==> src/hdl/udc_defines.vh <==
// Command codes, field positions and reset values for the command block
`ifndef UDC_DEFINES_VH
`define UDC_DEFINES_VH
`define UDC_CMD_CFG_WR      8'h20
`define UDC_CMD_CFG_RD      8'h30
`define UDC_CMD_STAT_RD     8'h50
`define UDC_CMD_ERR_RD      8'ha0
`define UDC_CMD_UNLOCK      8'hb0
`define UDC_CMD_SCR_WR      8'hb2
`define UDC_CMD_SCR_RD      8'hb3
`define UDC_CMD_FRM_RD      8'hb4
`define UDC_CMD_ID_RD       8'hb5
`define UDC_CMD_ADR_WR      8'hb6
`define UDC_CMD_ADR_RD      8'hb7
`define UDC_CMD_IRQ_RD      8'hc0
`define UDC_CMD_CHK_RD      8'hd0
`define UDC_CMD_SETUP_ACK   8'hf4
`define UDC_CFG_FIFO_EN     7
`define UDC_CFG_DIR         6
`define UDC_CFG_DBL         5
`define UDC_CFG_ISO         4
`define UDC_ADR_DEV_EN      7
`define UDC_CFG_RESET       8'h00
`define UDC_ADR_RESET       8'h00
`define UDC_BUS_RST_ADDR    7'h00
`define UDC_UNLOCK_CODE     16'haa37
`define UDC_LAST_EP         4'hf
`endif

==> src/hdl/udc_word_count.v <==
// Byte-to-word count for the parallel data bus
`timescale 1ns/100ps
module udc_word_count
#(
	parameter NB = 11
)
(
	bytes_n,
	bus16,
	words_n
);
	input  wire [NB-1:0] bytes_n;
	input  wire          bus16;
	output wire [NB-1:0] words_n;
	wire [NB:0] sum;
	assign sum = {1'b0, bytes_n} + {{NB{1'b0}}, 1'b1};
	// Odd count rounds up; the last upper byte is then padding
	assign words_n = bus16 ? sum[NB:1] : bytes_n;
endmodule

==> src/hdl/udc_cmd_core.v <==
// Command decoder, endpoint configuration and device address logic
// What this block does
// - Code f4 acknowledges setup on both control directions, no data.
// - Codes a0 to af read one endpoint error code word.
// - Code b0 plus one word unlocks writes to all writable registers.
// - On a 16-bit bus N bytes take (N+1)/2 words.
// - Status check reads a copy and changes no status or interrupt bit.
// - 8-bit register on a 16-bit bus: upper byte invalid.
// - Config written 20 to 2f, read 30 to 3f, one word each.
// - USB bus reset disables every endpoint.
// - FIFO allocation starts after endpoint 15 config in full sequence.
// - Allocation-affecting change invalidates all endpoint FIFO contents.
// - Bit 7 fifo_enable: FIFO enabled and allocated when set.
// - Bit 6 endpoint_direction: 0 OUT/DMA read, 1 IN/DMA write.
// - Bit 5 double_buffer, bit 4 isochronous_select.
// - Bits 3 to 0 fifo_size_code; all config bits reset to zero.
// - Address register written b6, read b7, one word each.
// - Bit 7 device_enable, bits 6 to 0 address; both reset zero.
// - Bus reset uses address 00 and enables, register value kept.
// - New address applies only when host acks the empty IN packet.
`timescale 1ns/100ps
`include "udc_defines.vh"
module udc_cmd_core
#(
	parameter NB = 11
)
(
	input  wire          clk,
	input  wire          reset,
	input  wire          bus16,
	input  wire          cmd_wr,
	input  wire [7:0]    cmd_code,
	input  wire          data_wr,
	input  wire [15:0]   data_in,
	input  wire          data_rd,
	output reg  [15:0]   data_out,
	output wire          setup_ack,
	input  wire          usb_bus_reset,
	input  wire          in_ack_ep0,
	input  wire [127:0]  ep_error_codes,
	input  wire [127:0]  ep_status,
	input  wire [7:0]    frame_low,
	input  wire [2:0]    frame_high,
	input  wire [15:0]   part_identity_reg,
	input  wire [31:0]   irq_source_reg,
	input  wire [NB-1:0] xfer_bytes,
	output wire [NB-1:0] xfer_words,
	output wire [127:0]  endpoint_config,
	output reg           fifo_alloc_start,
	output reg           fifo_invalidate,
	output reg  [6:0]    active_address,
	output reg           active_enable,
	output wire [7:0]    device_address_reg
);
	// ****************************************
	// Command state
	// ****************************************
	localparam ST_IDLE = 3'b001;
	localparam ST_WR   = 3'b010;
	localparam ST_RD   = 3'b100;
	reg [2:0]   state_q;
	reg [7:0]   cmd_q;
	reg         word_q;
	reg         unlocked_q;
	reg [7:0]   cfg_q [0:15];
	reg [15:0]  seq_q;
	reg [7:0]   adr_q;
	reg         adr_pend_q;
	reg [15:0]  scratch_q;
	wire [3:0]  idx;
	wire        cfg_wr_go;
	wire        allocation_change;
	integer     i;
	integer     j;
	wire [7:0]  sel_code;
	wire [3:0]  sel_idx;
	wire        take_cmd;
	wire        take_rd;
	wire        irq_second;
	wire        hit_cfg_rd;
	wire        hit_stat_rd;
	wire        hit_chk_rd;
	wire        hit_err_rd;
	wire        hit_scr_rd;
	wire        hit_frm_rd;
	wire        hit_id_rd;
	wire        hit_adr_rd;
	wire        hit_irq_rd;
	reg  [15:0] rd_word_d;
	reg  [7:0]  rd_byte_d;
	reg         rd_byte_sel;
	assign idx = cmd_q[3:0];
	assign setup_ack = cmd_wr && (cmd_code == `UDC_CMD_SETUP_ACK);
	assign device_address_reg = adr_q;
	assign cfg_wr_go = (state_q == ST_WR) && data_wr && unlocked_q &&
		(cmd_q[7:4] == 4'h2);
	// Size or enable change moves FIFO boundaries
	assign allocation_change = cfg_wr_go &&
		((cfg_q[idx][`UDC_CFG_FIFO_EN] != data_in[`UDC_CFG_FIFO_EN]) ||
		(cfg_q[idx][3:0] != data_in[3:0]));
	genvar g;
	generate
		for (g = 0; g < 16; g = g + 1)
		begin : g_cfg
			// Fields: enable, direction, double, iso, size
			assign endpoint_config[8*g+7:8*g] = cfg_q[g];
		end
	endgenerate
	udc_word_count #(.NB(NB)) u_wc
	(
		.bytes_n (xfer_bytes),
		.bus16   (bus16),
		.words_n (xfer_words)
	);
	// ****************************************
	// Read decode
	// ****************************************
	// Code taken this edge wins, else the one in force
	assign sel_code = cmd_wr ? cmd_code : cmd_q;
	assign sel_idx = sel_code[3:0];
	assign take_cmd = cmd_wr;
	assign take_rd = (state_q == ST_RD) && data_rd;
	assign irq_second = take_rd && !word_q && (cmd_q == `UDC_CMD_IRQ_RD);
	assign hit_cfg_rd = (sel_code[7:4] == 4'h3);
	assign hit_stat_rd = (sel_code[7:4] == 4'h5);
	assign hit_chk_rd = (sel_code[7:4] == 4'hd);
	assign hit_err_rd = (sel_code[7:4] == 4'ha);
	assign hit_scr_rd = (sel_code == `UDC_CMD_SCR_RD);
	assign hit_frm_rd = (sel_code == `UDC_CMD_FRM_RD);
	assign hit_id_rd = (sel_code == `UDC_CMD_ID_RD);
	assign hit_adr_rd = (sel_code == `UDC_CMD_ADR_RD);
	assign hit_irq_rd = (sel_code == `UDC_CMD_IRQ_RD);
	always @*
	begin
		rd_byte_sel = 1'b1;
		rd_byte_d = 8'h00;
		rd_word_d = 16'h0000;
		// Byte-wide registers
		if (hit_cfg_rd)
			rd_byte_d = cfg_q[sel_idx];
		else if (hit_stat_rd || hit_chk_rd)
			rd_byte_d = ep_status[8*sel_idx+:8];
		else if (hit_err_rd)
			rd_byte_d = ep_error_codes[8*sel_idx+:8];
		else if (hit_adr_rd)
			rd_byte_d = adr_q;
		else
			rd_byte_sel = 1'b0;
		// Word-wide registers
		if (hit_scr_rd)
			rd_word_d = scratch_q;
		else if (hit_frm_rd)
			rd_word_d = {5'h00, frame_high, frame_low};
		else if (hit_id_rd)
			rd_word_d = part_identity_reg;
		else if (hit_irq_rd)
			rd_word_d = irq_source_reg[15:0];
		else
			rd_word_d = 16'h0000;
	end
	// ****************************************
	// Endpoint configuration store
	// ****************************************
	always @(posedge clk)
	begin
		if (reset)
		begin
			for (j = 0; j < 16; j = j + 1)
				cfg_q[j] <= `UDC_CFG_RESET;
		end
		else
		begin
			if (cfg_wr_go)
				cfg_q[idx] <= data_in[7:0];
			// Bus reset wins over the enable bit of a write in the same cycle
			if (usb_bus_reset)
			begin
				for (j = 0; j < 16; j = j + 1)
					cfg_q[j][`UDC_CFG_FIFO_EN] <= 1'b0;
			end
		end
	end
	// ****************************************
	// Allocation sequence and invalidate
	// ****************************************
	always @(posedge clk)
	begin
		if (reset)
		begin
			seq_q <= 16'h0000;
			fifo_alloc_start <= 1'b0;
			fifo_invalidate <= 1'b0;
		end
		else
		begin
			fifo_alloc_start <= 1'b0;
			// Firmware must drain FIFOs first; data is lost here
			fifo_invalidate <= allocation_change;
			if (cfg_wr_go)
			begin
				// Any skip restarts the walk from ep0 OUT
				if (idx == 4'h0)
					seq_q <= 16'h0001;
				else if (seq_q[idx-4'h1])
					seq_q <= seq_q | (16'h0001 << idx);
				else
					seq_q <= 16'h0000;
				if (idx == `UDC_LAST_EP && seq_q[14])
					fifo_alloc_start <= 1'b1;
			end
		end
	end
	// ****************************************
	// Decode and register writes
	// ****************************************
	always @(posedge clk)
	begin
		if (reset)
		begin
			state_q <= ST_IDLE;
			cmd_q <= 8'h00;
			word_q <= 1'b0;
			unlocked_q <= 1'b1;
			adr_q <= `UDC_ADR_RESET;
			adr_pend_q <= 1'b0;
			scratch_q <= 16'h0000;
			active_address <= 7'h00;
			active_enable <= 1'b0;
		end
		else
		begin
			if (cmd_wr)
			begin
				cmd_q <= cmd_code;
				word_q <= 1'b0;
				case (cmd_code[7:4])
				4'h2: state_q <= ST_WR;
				4'h3, 4'h5, 4'ha, 4'hd: state_q <= ST_RD;
				4'hb: state_q <= cmd_code[0] ? ST_RD : ST_WR;
				4'hc: state_q <= ST_RD;
				default: state_q <= ST_IDLE;
				endcase
			end
			else if (state_q == ST_WR && data_wr)
			begin
				state_q <= ST_IDLE;
				if (cmd_q == `UDC_CMD_UNLOCK)
					unlocked_q <= (data_in == `UDC_UNLOCK_CODE);
				else if (unlocked_q)
				begin
					if (cmd_q == `UDC_CMD_SCR_WR)
						scratch_q <= data_in;
					if (cmd_q == `UDC_CMD_ADR_WR)
					begin
						adr_q <= data_in[7:0];
						adr_pend_q <= 1'b1;
					end
				end
			end
			else if (state_q == ST_RD && data_rd)
			begin
				// Interrupt read spans two words
				if (cmd_q == `UDC_CMD_IRQ_RD && !word_q)
					word_q <= 1'b1;
				else
					state_q <= ST_IDLE;
			end
			if (usb_bus_reset)
			begin
				active_address <= `UDC_BUS_RST_ADDR;
				active_enable <= 1'b1;
				adr_pend_q <= 1'b0;
			end
			else if (adr_pend_q && in_ack_ep0)
			begin
				adr_pend_q <= 1'b0;
				active_address <= adr_q[6:0];
				active_enable <= adr_q[`UDC_ADR_DEV_EN];
			end
		end
	end
	// ****************************************
	// Read data
	// ****************************************
	always @(posedge clk)
	begin
		if (reset)
			data_out <= 16'h0000;
		else if (take_cmd)
		begin
			// Copy only: nothing here clears status
			if (rd_byte_sel)
				data_out <= {8'h00, rd_byte_d};
			else
				data_out <= rd_word_d;
		end
		else if (irq_second)
			data_out <= irq_source_reg[31:16];
	end
endmodule

==> config.mk <==
export PLATFORM = sky130hd
export DESIGN_NAME = udc_cmd_core
export DESIGN_NICKNAME = d
export VERILOG_FILES = /design/src/hdl/udc_word_count.v /design/src/hdl/udc_cmd_core.v
export VERILOG_INCLUDE_DIRS = /design/src /design/src/hdl
export SDC_FILE = /design/constraint.sdc
export NUM_CORES = 1
export LEC_CHECK = 0
export BUFFER_PORTS_ARGS = -buffer_cell sky130_fd_sc_hd__buf_2
export CAP_MARGIN = 15
export CORE_MARGIN = 2
export CORE_UTILIZATION = 29
export CTS_CLUSTER_SIZE = 8
export DETAILED_ROUTE_END_ITERATION = 16
export PLACE_DENSITY = 0.63
export SETUP_SLACK_MARGIN = 0.3
export SYNTH_ARGS = -nofsm -noshare
export SYNTH_HDL_FRONTEND = slang
export SYNTH_SLANG_ARGS = --single-unit
==> constraint.sdc <==
create_clock -name clk -period 4.15 [get_ports clk]
set_input_delay 0.6225 -clock clk [delete_from_list [all_inputs] [get_ports clk]]
set_output_delay 0.6225 -clock clk [all_outputs]
set_load 0.005 [all_outputs]
==> Implementation_results.wiki, run 1 <==
{| class="wikitable"
! Metric !! Value
|-
| Tcrit/Tclk final || about four fifths
|-
| Crit path max fanout || 53
|-
| Register with the most flip-flops || cfg_q
|-
| Top cell type by total area after synthesis || edfxtp_1
|-
| Post-synth cell types || 74
|-
| Post-synth ARST share || 0%
|-
| Slew at the pin closest to its max-slew limit || 1.29 ns
|-
| Root cell of the clock tree || clkbuf_16
|-
| Share of cell area taken by muxes after synthesis || a little under a fifth
|-
| Source-to-sink clock delay at the later pin of the worst-skew pair || 0.57 ns
|-
| Floorplan Core Area || between 40,000 and 50,000 µm²
|-
| Maximum number of pins on one net before global-route repair || 57
|-
| DRC marker count from the first detailed-route iteration || 1,368
|-
| Via count of the first global-routing pass || 13,200
|-
| Fraction of synthesized cell area in xor and xnor cells || 0.791%
|-
| Synthesized netlist net count || 1,669
|-
| Post-synthesis compound-gate area fraction || between 10% and 20%
|-
| Number of storage elements in the synthesis netlist || between 200 and 250
|-
| Final slew viol count || 0
|-
| Number of buffers added by the clock tree synthesis step || 30
|-
| Proportion of power drawn by combinational gates || 19.1%
|-
| Sequential-to-total area share from yosys stat || 41.0%
|-
| Overall Power || 5700 µW
|-
| Horizontal die dimension || 218 µm
|-
| Switching Share || 28.2%
|-
| Post-CTS Resized || 0
|-
| Die Ht || approximately 220 µm
|-
| DRC violation count after routing || 0
|-
| Total grt overflow || 0
|-
| Antenna violation net count after detailed routing || 0
|-
| Type of the most critical hold path || in -> reg
|-
| Post-detailed-placement cell area || roughly 17,000 µm²
|-
| Final setup vio count || 0
|-
| Power per unit of standard cell area || between 300 and 400 nW/µm²
|-
| Slew headroom || 13.1%
|-
| WL per Instance || 27.6 µm
|-
| Setup Total Neg Slack || 0 ns
|-
| Buffers from clock root to sink, at most || 3
|-
| IR drop worst, VDD || about 0.00027 V
|-
| Clock tree from TritonCTS || done
|-
| Boundary Pins || 532
|-
| Most used flip-flop cell after synthesis || edfxtp_1
|-
| H-tree lvl count || 1
|-
| Clk slew on worst S/H paths || roughly 0.050 ns
|-
| Post-detail-place hpwl || 53.6 mm
|-
| Starting Density || approximately 29%
|-
| Total detailed-routing wirelength || about 67 mm
|-
| Netlist area before placement || about 13,000 µm²
|-
| Capturing element type of the critical path || flip-flop
|-
| Global-route wire length before repair || 92.4 mm
|-
| Count of flip-flops with a built-in enable after synthesis || 128
|-
| Max Cap Viol || 0
|-
| Antenna violations before repair || 7
|-
| Critical path type || reg -> reg
|-
| Fmax achieved || 298 MHz
|-
| Number of synthesis warnings || 0
|-
| Routed via count || 13,600
|-
| Cell breakdown of the critical path || buf_4 > mux2_4 > buf_4 > mux2i_1 > mux2i_1 > o2111ai_1 > nand4_1 > nor4_1 > a211oi_1
|-
| CTS Sinks || 208
|-
| Data required time at the worst endpoint || 4.57 ns
|-
| Sort of element at the start of the critical path || flip-flop
|-
| Synth area leaders || edfxtp_1 29%, mux4_2 14%, dfxtp_1 12%
|-
| Count of buffering cells on the critical path with inverters included || 2
|-
| Unrepaired setup endpoints after global routing || false
|-
| Fin area || about 17,000 µm²
|-
| Worst path slowest cell || mux2_4
|-
| Post-DR vias/cell || 5.58
|-
| Switching pwr || 1600 µW
|-
| Critical path's top delay family || multiplexers
|-
| Leakage component of the power || roughly 0.0071 µW
|-
| Cell count after synthesis || 1,305
|-
| Global Route Usage Sum || 26.9%
|-
| Tmin final || 3.35 ns
|-
| Mapped Avg Cell Area || 10.2 µm²
|-
| Syn-to-layout area delta || 31.5%
|-
| Number of flip-flops in the largest register || between 100 and 150
|-
| Outcome || finished, final reports clean
|-
| Die outline area || 47,500 µm²
|-
| Cell internal pwr || 4090 µW
|-
| Share of power burned in registers || 40.7%
|-
| Last weighted congestion value of the routability-driven placer || 0.929
|-
| Drt first pass iters || 8
|-
| Number of buffers added for setup after CTS || 0
|-
| Final worst clock skew || 0.0165 ns
|-
| Clock power share || 40.2%
|-
| Share of final-layout standard cells stronger than drive strength 1 || 39.8%
|-
| Arrival time at the worst endpoint || 3.77 ns
|-
| Simple-gate area share of the yosys netlist || a little over a fifth
|-
| Total Nets Final || 2,175
|-
| Combinational family with the most area after synthesis || simple AND/OR/NAND/NOR gates
|-
| Hold buffer count at CTS || 0
|-
| Count of standard-cell rows || a little under 80
|-
| Number of hold violations in the final report || 0
|-
| Post-synthesis adder-cell area fraction || less than 1%
|-
| Share of Yosys cell area claimed by the top area cell type || 28.9%
|-
| Buffers added on ports || 531
|-
| Crit-path max cell delay || 0.80 ns
|}
worst reg2reg max path: stages, from the launching register on:
cell,delay [ns]
dfxtp_1,0.33
buf_4,0.41
mux2_4,0.81
buf_4,0.42
mux2i_1,0.29
mux2i_1,0.13
o2111ai_1,0.36
nand4_1,0.16
nor4_1,0.23
a211oi_1,0.08
path summary, 6_finish.rpt:
kind | start | to | slack [ns] | cells past startpoint
hold reg to reg | active_address[4]$_SDFFE_PP0P_ | active_address[4]$_SDFFE_PP0P_ | 0.45 | 2
hold / removal | data_in[13] | scratch_q[13]$_SDFFE_PP0P_ | 0.32 | 3
setup / recovery | cmd_q[1]$_SDFF_PP0_ | data_out[7]$_SDFFE_PP0P_ | 0.80 | 9
setup reg to reg | cmd_q[1]$_SDFF_PP0_ | data_out[7]$_SDFFE_PP0P_ | 0.80 | 9
cell usage after synthesis, drive strengths merged (17+ instances only):
cell type and number:
dfxtp 80, clkbuf 44, nand4 17, nor2 82, edfxtp 128, nor3 25
nand3 40, a21oi 60, o21ai 50, mux4 84, nand2 192, mux2i 57
nor2b 22, buf 59, a211oi 25, and2 116
per-stage QoR:
stage	util [%]	cells	hold slack [ns]	setup slack [ns]
3_5_place_dp	36.6	2379	0.450	0.569
2_1_floorplan	-	1305	0.431	1.03
6_report	38.6	2435	0.316	0.799
5_1_grt	38.6	2435	0.331	0.637
4_1_cts	38.5	2431	0.302	0.789
3_3_place_gp	36.6	2379	0.442	0.603
metal layers:
layer | track usage (%) | up-vias | share of wire (%)
met5 | 0 | - | 0.034
met3 | 5.65 | 102 | 9.1
li1 | - | 5932 | -
met1 | 32.7 | 6771 | 37
met2 | 47.4 | 790 | 50
met4 | 8.71 | 4 | 3.1
area by class of cell:
type	count	area, µm²
fill	4540	27800
multi-input combinational	986	7360
sequential	208	5450
timing repair buffer	577	3000
clock buffer	51	850
tap	600	751
inverter	8	30.0
clock inverter	1	16.3
antenna	4	10.0
power by group through the flow:
stage | registers [µW] | logic [µW] | clock network, µW
6_report | 2320 | 1090 | 2290
5_1_grt | 2320 | 1160 | 2380
4_1_cts | 2320 | 1090 | 2310
3_5_place_dp | 2360 | 1080 | 0
3_3_place_gp | 2360 | 1080 | 0
2_1_floorplan | 2330 | 549 | 0
cells by family after synthesis:
group | after synthesis
mux | 148
buf+inv | 111
compound gates | 253
simple gates | 567
xor+xnor | 12
fa+ha+maj | 6
flops | 208
cell usage in the layout (no fill, tap or decap), drive strengths merged, types with 6 or more instances in the layout:
cell type  instances
a22oi              6
edfxtp           128
nand2b            16
nand4             17
o21ai             50
and2             116
o211ai             8
clkbuf            51
a311oi             6
a32oi             10
nor3              25
o22ai             10
nand3             40
nor4               9
ha                 6
a222oi             7
nor3b              6
mux2i             57
mux4              84
inv                7
xor2               7
mux2               7
o21a              16
nor2b             22
a21oi             60
nor2              82
nand3b             6
nand2            192
a211oi            25
and3               9
buf              577
dfxtp             80
a221oi            12
(Power assumes the default switching activity.)
==> run 2: changes to the inputs <==
Settings changed: ABC_AREA set to 1.
Clock period 4.15 ns to 3.32 ns, I/O delays scaled along.
==> Implementation_results.wiki, run 2 <==
{| class="wikitable"
! Metric !! Value
|-
| Final slew viol count || 0
|-
| Cell total after placement || 3,446
|-
| Routed via count || 17,300
|-
| Buffers from clock root to sink, at most || 3
|-
| DRC marker count from the first detailed-route iteration || 1,469
|-
| Post-synth ARST share || 0%
|-
| Post-synth cell types || 43
|-
| Final setup vio count || 0
|-
| Mapped Avg Cell Area || 6.37 µm²
|-
| Source-to-sink clock delay at the later pin of the worst-skew pair || 0.56 ns
|-
| Number of buffers added by the clock tree synthesis step || 29
|-
| Arrival time at the worst endpoint || 3.31 ns
|-
| Register with the most flip-flops || cfg_q
|-
| Unrepaired setup endpoints after global routing || false
|-
| Critical path type || reg -> reg
|-
| Floorplan Core Area || 50,000 µm²
|-
| Number of flip-flops in the largest register || 128
|-
| Total Nets Final || 3,169
|-
| Post-CTS Resized || 0
|-
| Most frequent cell on the critical path || nand2_1
|-
| Fmax achieved || 347 MHz
|-
| Post-DR vias/cell || a little under 5
|-
| Final core utilization || 37.8%
|-
| Synthesized netlist net count || 2,662
|-
| Maximum number of pins on one net before global-route repair || 105
|-
| Most common library cell in the layout ignoring fill and taps || nand2_1
|-
| Number of storage elements in the synthesis netlist || 208
|-
| IR drop worst, VDD || 0.000277 V
|-
| Fill cell instance count of the final layout || 5,575
|-
| Count of buffering cells on the critical path with inverters included || 2
|-
| Cell count after synthesis || 2,298
|-
| WL per Instance || 20.8 µm
|-
| Share of Yosys cell area claimed by the top area cell type || 26.3%
|-
| Data required time at the worst endpoint || between 3 and 4 ns
|-
| Tcrit/Tclk final || 86.9%
|-
| Antenna violation net count after detailed routing || 0
|-
| Slew at the pin closest to its max-slew limit || 0.773 ns
|-
| Root cell of the clock tree || clkbuf_16
|-
| Number of hold violations in the final report || 0
|-
| Clock tree from TritonCTS || done
|-
| Global-route wire length before repair || around 100 mm
|-
| Total detailed-routing wirelength || 72.7 mm
|-
| Total grt overflow || 0
|-
| Post-detail-place hpwl || 57.4 mm
|-
| Synth area leaders || edfxtp_1 26%, nand2_1 22%, dfxtp_1 11%
|-
| Die outline area || 52,300 µm²
|-
| Dominant cell by count in the synthesized netlist || nand2_1
|-
| Number of synthesis warnings || 0
|-
| Capturing element type of the critical path || flip-flop
|-
| Horizontal die dimension || 229 µm
|-
| Antenna violations before repair || 4
|-
| Last weighted congestion value of the routability-driven placer || 0.964
|-
| DRC violation count after routing || 0
|-
| Syn-to-layout area delta || 29.0%
|-
| Starting Density || approximately 29%
|-
| Boundary Pins || 532
|-
| Buffers added on ports || 531
|-
| H-tree lvl count || 1
|-
| Worst path slowest cell || dfxtp_1
|-
| Leakage component of the power || 0.00955 µW
|-
| CTS Sinks || around 210
|-
| Slew headroom || between 40% and 50%
|-
| Final worst clock skew || 0.0118 ns
|-
| Type of the most critical hold path || in -> reg
|-
| Top cell type by total area after synthesis || edfxtp_1
|-
| Count of standard-cell rows || 82
|-
| Count of flip-flops with a built-in enable after synthesis || 128
|-
| Most frequent cells after synthesis || 870 x nand2_1, 253 x inv_1, 247 x nand3_1
|-
| Most frequent cells in the layout || 869 x nand2_1, 531 x buf_2, 253 x inv_1
|-
| Most used flip-flop cell after synthesis || edfxtp_1
|-
| Crit path max fanout || 14
|-
| Global Route Usage Sum || between 20% and 30%
|-
| Post-Layout Cell Count || 3,497
|-
| Hold buffer count at CTS || 0
|-
| Setup Total Neg Slack || 0 ns
|-
| Die Ht || ~230 µm
|-
| Clk slew on worst S/H paths || 0.05 ns
|-
| Drt first pass iters || 6
|-
| Netlist area before placement || 14,600 µm²
|-
| Share of final-layout standard cells stronger than drive strength 1 || 23.9%
|-
| Max Cap Viol || 0
|-
| Via count of the first global-routing pass || 16,200
|-
| Power per unit of standard cell area || between 300 and 400 nW/µm²
|-
| Footprint of the flip-flops and latches || 5450 µm²
|-
| Crit-path max cell delay || ~0.76 ns
|-
| Outcome || finished, final reports clean
|-
| Critical path's top delay family || simple AND/OR/NAND/NOR gates
|-
| Sequential-to-total area share from yosys stat || 37.2%
|-
| Tmin final || 2.89 ns
|-
| Sort of element at the start of the critical path || flip-flop
|-
| Multi-input gate area in the final layout || 7520 µm²
|-
| Number of buffers added for setup after CTS || 0
|-
| Cell breakdown of the critical path || inv_2 > nand2_1 > nand2_1 > nand2_4 > nor2_4 > nand2_1 > buf_4 > nand4_1 > nand2_1 > nand2_1 > nor2_1 > nand2_1 > nand2_1 > a21oi_1
|}
## run 2: changes by cell type after synthesis, moves of 84 or more
cell | previous run | this run
inv_1 | 7 | 253
nor2_1 | 69 | 241
nand2_1 | 192 | 870
and2_1 | 116 | 0
mux4_2 | 84 | 0
nand3_1 | 40 | 247
## run 2: worst reg2reg max path, delay by kind of cell (launching register included)
family,cells,cell delay (ns)
simple gates,11,1.60
compound gates,1,0.05
buf+inv,2,0.35
flops,1,0.76
## run 2: through the flow
step,setup WS [ns],hold slack [ns],power (µW),instance area (µm²)
after floorplan,1.13,0.426,3840,14600
after global placement,0.353,0.440,4630,18100
after detailed placement,0.348,0.447,4630,18100
after CTS,0.515,0.184,7350,18900
after global routing,0.312,0.203,7630,18900
final,0.435,0.208,7330,18900
## run 2: layer usage
metal,track usage (%),routed length [µm],vias up
met4,11.4,3260,4
met3,4.57,5900,141
met5,0,27,-
met1,32.4,28500,7968
met2,46.0,35000,853
li1,-,-,8336
## run 2: cell families after synthesis
| family | after synthesis | synth area share (%) |
|---|---|---|
| AND/OR/NAND/NOR | 1438 | 40.9 |
| AO/OA/AOI/OAI | 244 | 9.52 |
| buffers and inverters | 395 | 11.5 |
| flip-flops | 208 | 37.2 |
| adder cells (fa/ha/maj) | 6 | 0.513 |
| XOR/XNOR | 7 | 0.419 |
## run 2: area by class of cell
class,instances,share of cell area [%]
multi-input combinational,1695,39.9
sequential,208,28.9
timing repair buffer,598,17.1
inverter,273,5.43
tap,672,4.46
clock buffer,48,4.22
clock inverter,1,0.0464
antenna,2,0.0265
## run 2: path summary, 6_finish.rpt
kind | depth (start not counted) | slack (ns) | to | start
setup / recovery | 14 | 0.43 | data_out[5]$_SDFFE_PP0P_ | cmd_q[3]$_SDFF_PP0_
hold / removal | 3 | 0.21 | scratch_q[8]$_SDFFE_PP0P_ | data_in[8]
hold reg to reg | 2 | 0.45 | seq_q[7]$_SDFFE_PP0N_ | seq_q[7]$_SDFFE_PP0N_
setup reg to reg | 14 | 0.43 | data_out[5]$_SDFFE_PP0P_ | cmd_q[3]$_SDFF_PP0_
## run 2: report_power, final
part | switching (µW) | leakage [µW] | total, µW | internal (µW)
clock network | 1130 | 0.000384 | 2740 | 1610
logic | 1130 | 0.00719 | 1710 | 577
registers | 64.9 | 0.00198 | 2880 | 2810
total | 2330 | 0.00955 | 7330 | 5000
==> run 3: changes to the inputs <==
Settings changed: ABC_AREA 1 to unset, CORE_MARGIN 2 to unset.
==> Implementation_results.wiki, run 3 (synthesized netlist as in run 1, its figures left out) <==
{| class="wikitable"
! Metric !! Value
|-
| Outcome || finished, final reports clean
|-
| Critical path's top delay family || simple AND/OR/NAND/NOR gates
|-
| Syn-to-layout area delta || 34.5%
|-
| Maximum number of pins on one net before global-route repair || 54
|-
| DRC marker count from the first detailed-route iteration || about 1,200
|-
| Total grt overflow || 0
|-
| Number of hold violations in the final report || 0
|-
| Flop2flop setup slack || 0.41 ns
|-
| Path depth of the worst reg2reg path || 7
|-
| Critical hold path startpoint || data_in[11]
|-
| Cell breakdown of the critical path || nand2b_1 > or4_1 > or4b_1 > or3_1 > buf_4 > nor2_2 > and2_1
|-
| Power per unit of standard cell area || between 400 and 500 nW/µm²
|-
| FF-to-FF Start || cmd_q[6]$_SDFF_PP0_
|-
| IR drop worst, VDD || a little under 0.0004 V
|-
| Antenna violation net count after detailed routing || 0
|-
| Post-detail-place hpwl || 54.0 mm
|-
| Sort of element at the start of the critical path || flip-flop
|-
| H-tree lvl count || 1
|-
| Crit path max fanout || 18
|-
| CTS Sinks || 208
|-
| Source-to-sink clock delay at the later pin of the worst-skew pair || 0.60 ns
|-
| Register with the most flip-flops || cfg_q
|-
| Capturing element type of the critical path || flip-flop
|-
| Slew at the pin closest to its max-slew limit || 1.01 ns
|-
| Antenna violations before repair || 3
|-
| Floorplan Core Area || between 40,000 and 50,000 µm²
|-
| Max Cap Viol || 0
|-
| Buffers added on ports || 531
|-
| Number of buffers added by the clock tree synthesis step || 30
|-
| Crit-path max cell delay || 0.67 ns
|-
| Number of flip-flops in the largest register || roughly 130
|-
| Fill cell instance count of the final layout || 4,565
|-
| Count of standard-cell rows || 78
|-
| Share of final-layout standard cells stronger than drive strength 1 || 41.3%
|-
| Arrival time at the worst endpoint || 3.38 ns
|-
| Final core utilization || 39.4%
|-
| Total Nets Final || 2,212
|-
| Overall Power || 7300 µW
|-
| Count of buffering cells on the critical path with inverters included || 1
|-
| Root cell of the clock tree || clkbuf_16
|-
| Endpoint of the worst-slack reg-to-reg timing path || cfg_q[8][5]$_SDFFCE_PN0P_
|-
| Final worst clock skew || 0.0492 ns
|-
| Minimum setup slack after placement || -0.106 ns
|-
| WL per Instance || 27.3 µm
|-
| Unrepaired setup endpoints after global routing || false
|-
| Clock tree from TritonCTS || done
|-
| Tmin final || 2.91 ns
|-
| Global-route wire length before repair || 94.3 mm
|-
| Starting Density || 29.3%
|-
| DRC violation count after routing || 0
|-
| Most common library cell in the layout ignoring fill and taps || buf_2
|-
| Data required time at the worst endpoint || approximately 3.8 ns
|-
| Worst hold path stage count || 3
|-
| Horizontal die dimension || 216 µm
|-
| Via count of the first global-routing pass || 13,400
|-
| Die Ht || 216 µm
|-
| Routed via count || 13,700
|-
| Tcrit/Tclk final || 87.7%
|-
| Buffers from clock root to sink, at most || 3
|-
| Last weighted congestion value of the routability-driven placer || 0.962
|-
| Final slew viol count || 0
|-
| Hold Path End || scratch_q[11]$_SDFFE_PP0P_
|-
| Most frequent cells in the layout || 531 x buf_2, 192 x nand2_1, 128 x edfxtp_1
|-
| Clk slew on worst S/H paths || about 0.050 ns
|-
| Boundary Pins || about 530
|-
| Total detailed-routing wirelength || 67.4 mm
|-
| Post-DR vias/cell || 5.54
|-
| Critical path type || reg -> reg
|-
| Hold buffer count at CTS || 0
|-
| Fmax achieved || 344 MHz
|-
| Leakage component of the power || around 0.0074 µW
|-
| Global Route Usage Sum || 27.8%
|-
| Slew headroom || 32.1%
|-
| Post-layout worst setup margin || 0.410 ns
|-
| Worst path slowest cell || or4b_1
|-
| Drt first pass iters || 8
|-
| Die outline area || 46,700 µm²
|-
| Type of the most critical hold path || in -> reg
|-
| Final setup vio count || 0
|}
==> run 3: cell types whose count changed in the layout (fill, tap and decap cells not counted), moves of 16 or more <==
cell	previous run	this run
a21oi_1	86	60
nor2b_1	0	21
o21ai_0	91	45
nand2_1	869	192
mux2i_1	0	54
nand3_1	247	40
o211ai_1	24	8
and2_1	0	115
nor2_1	241	69
inv_1	253	7
mux4_2	0	84
==> run 3: how the worst max path moves through the flow <==
stage               cells past startpoint                        end           startpoint  slack (ns)
floorplan                               7  cfg_q[6][0]$_SDFFCE_PN0P_              data_wr        0.32
global placement                        9   data_out[0]$_SDFFE_PP0P_               cmd_wr        0.01
detailed placement                      9   data_out[0]$_SDFFE_PP0P_               cmd_wr       -0.11
CTS                                     7   data_out[5]$_SDFFE_PP0P_  cmd_q[0]$_SDFF_PP0_        0.35
global route                            6  cfg_q[8][5]$_SDFFCE_PN0P_  cmd_q[5]$_SDFF_PP0_        0.31
finish                                  7  cfg_q[8][5]$_SDFFCE_PN0P_  cmd_q[6]$_SDFF_PP0_        0.41
==> run 3: power breakdown <==
group	total, µW	switching [µW]	internal (µW)	leakage (µW)
clock	2960	1180	1780	0.000429
sequential	2900	88.5	2820	0.00198
combinational	1430	804	627	0.00495
==> run 3: final cells by class <==
type / instances / area, µm² / share of cell area [%]
antenna: 2 / 5.00 / 0.0280
clock buffer: 48 / 838 / 4.69
clock inverter: 2 / 60.1 / 0.336
inverter: 8 / 30.0 / 0.168
multi-input combinational: 986 / 7380 / 41.3
sequential: 208 / 5450 / 30.5
tap: 600 / 751 / 4.20
timing repair buffer: 614 / 3360 / 18.8
==> run 3: layer usage <==
layer / routed length, µm / track usage [%] / vias up
met4: 1780 / 8.05 / 2
met1: 26100 / 34.8 / 6823
met2: 33700 / 48.3 / 763
li1: - / - / 6001
met5: 13 / 0 / -
met3: 5740 / 5.43 / 88
==> run 3: tightest hold or removal path, cell delays in order <==
cell,delay (ns)
buf_2,0.10
nand2_1,0.05
a21oi_1,0.05
==> run 3: timing repair <==
| item | CTS | global route |
|---|---|---|
| resized for setup | 2 | 3 |
| setup buffers | 0 | 1 |
| pin swaps | 0 | 1 |
| endpoints found under the setup margin | 1 | 11 |
==> run 3: stage by stage <==
step | hold WS (ns) | area [µm²] | cells | setup TNS (ns)
after floorplan | 0.431 | 13300 | 1305 | 0
after detailed placement | 0.445 | 16900 | 2415 | -0.106
final | 0.198 | 17900 | 2468 | 0
after global routing | 0.201 | 17900 | 2468 | 0
after global placement | 0.440 | 16900 | 2415 | 0
after CTS | 0.177 | 17800 | 2465 | 0
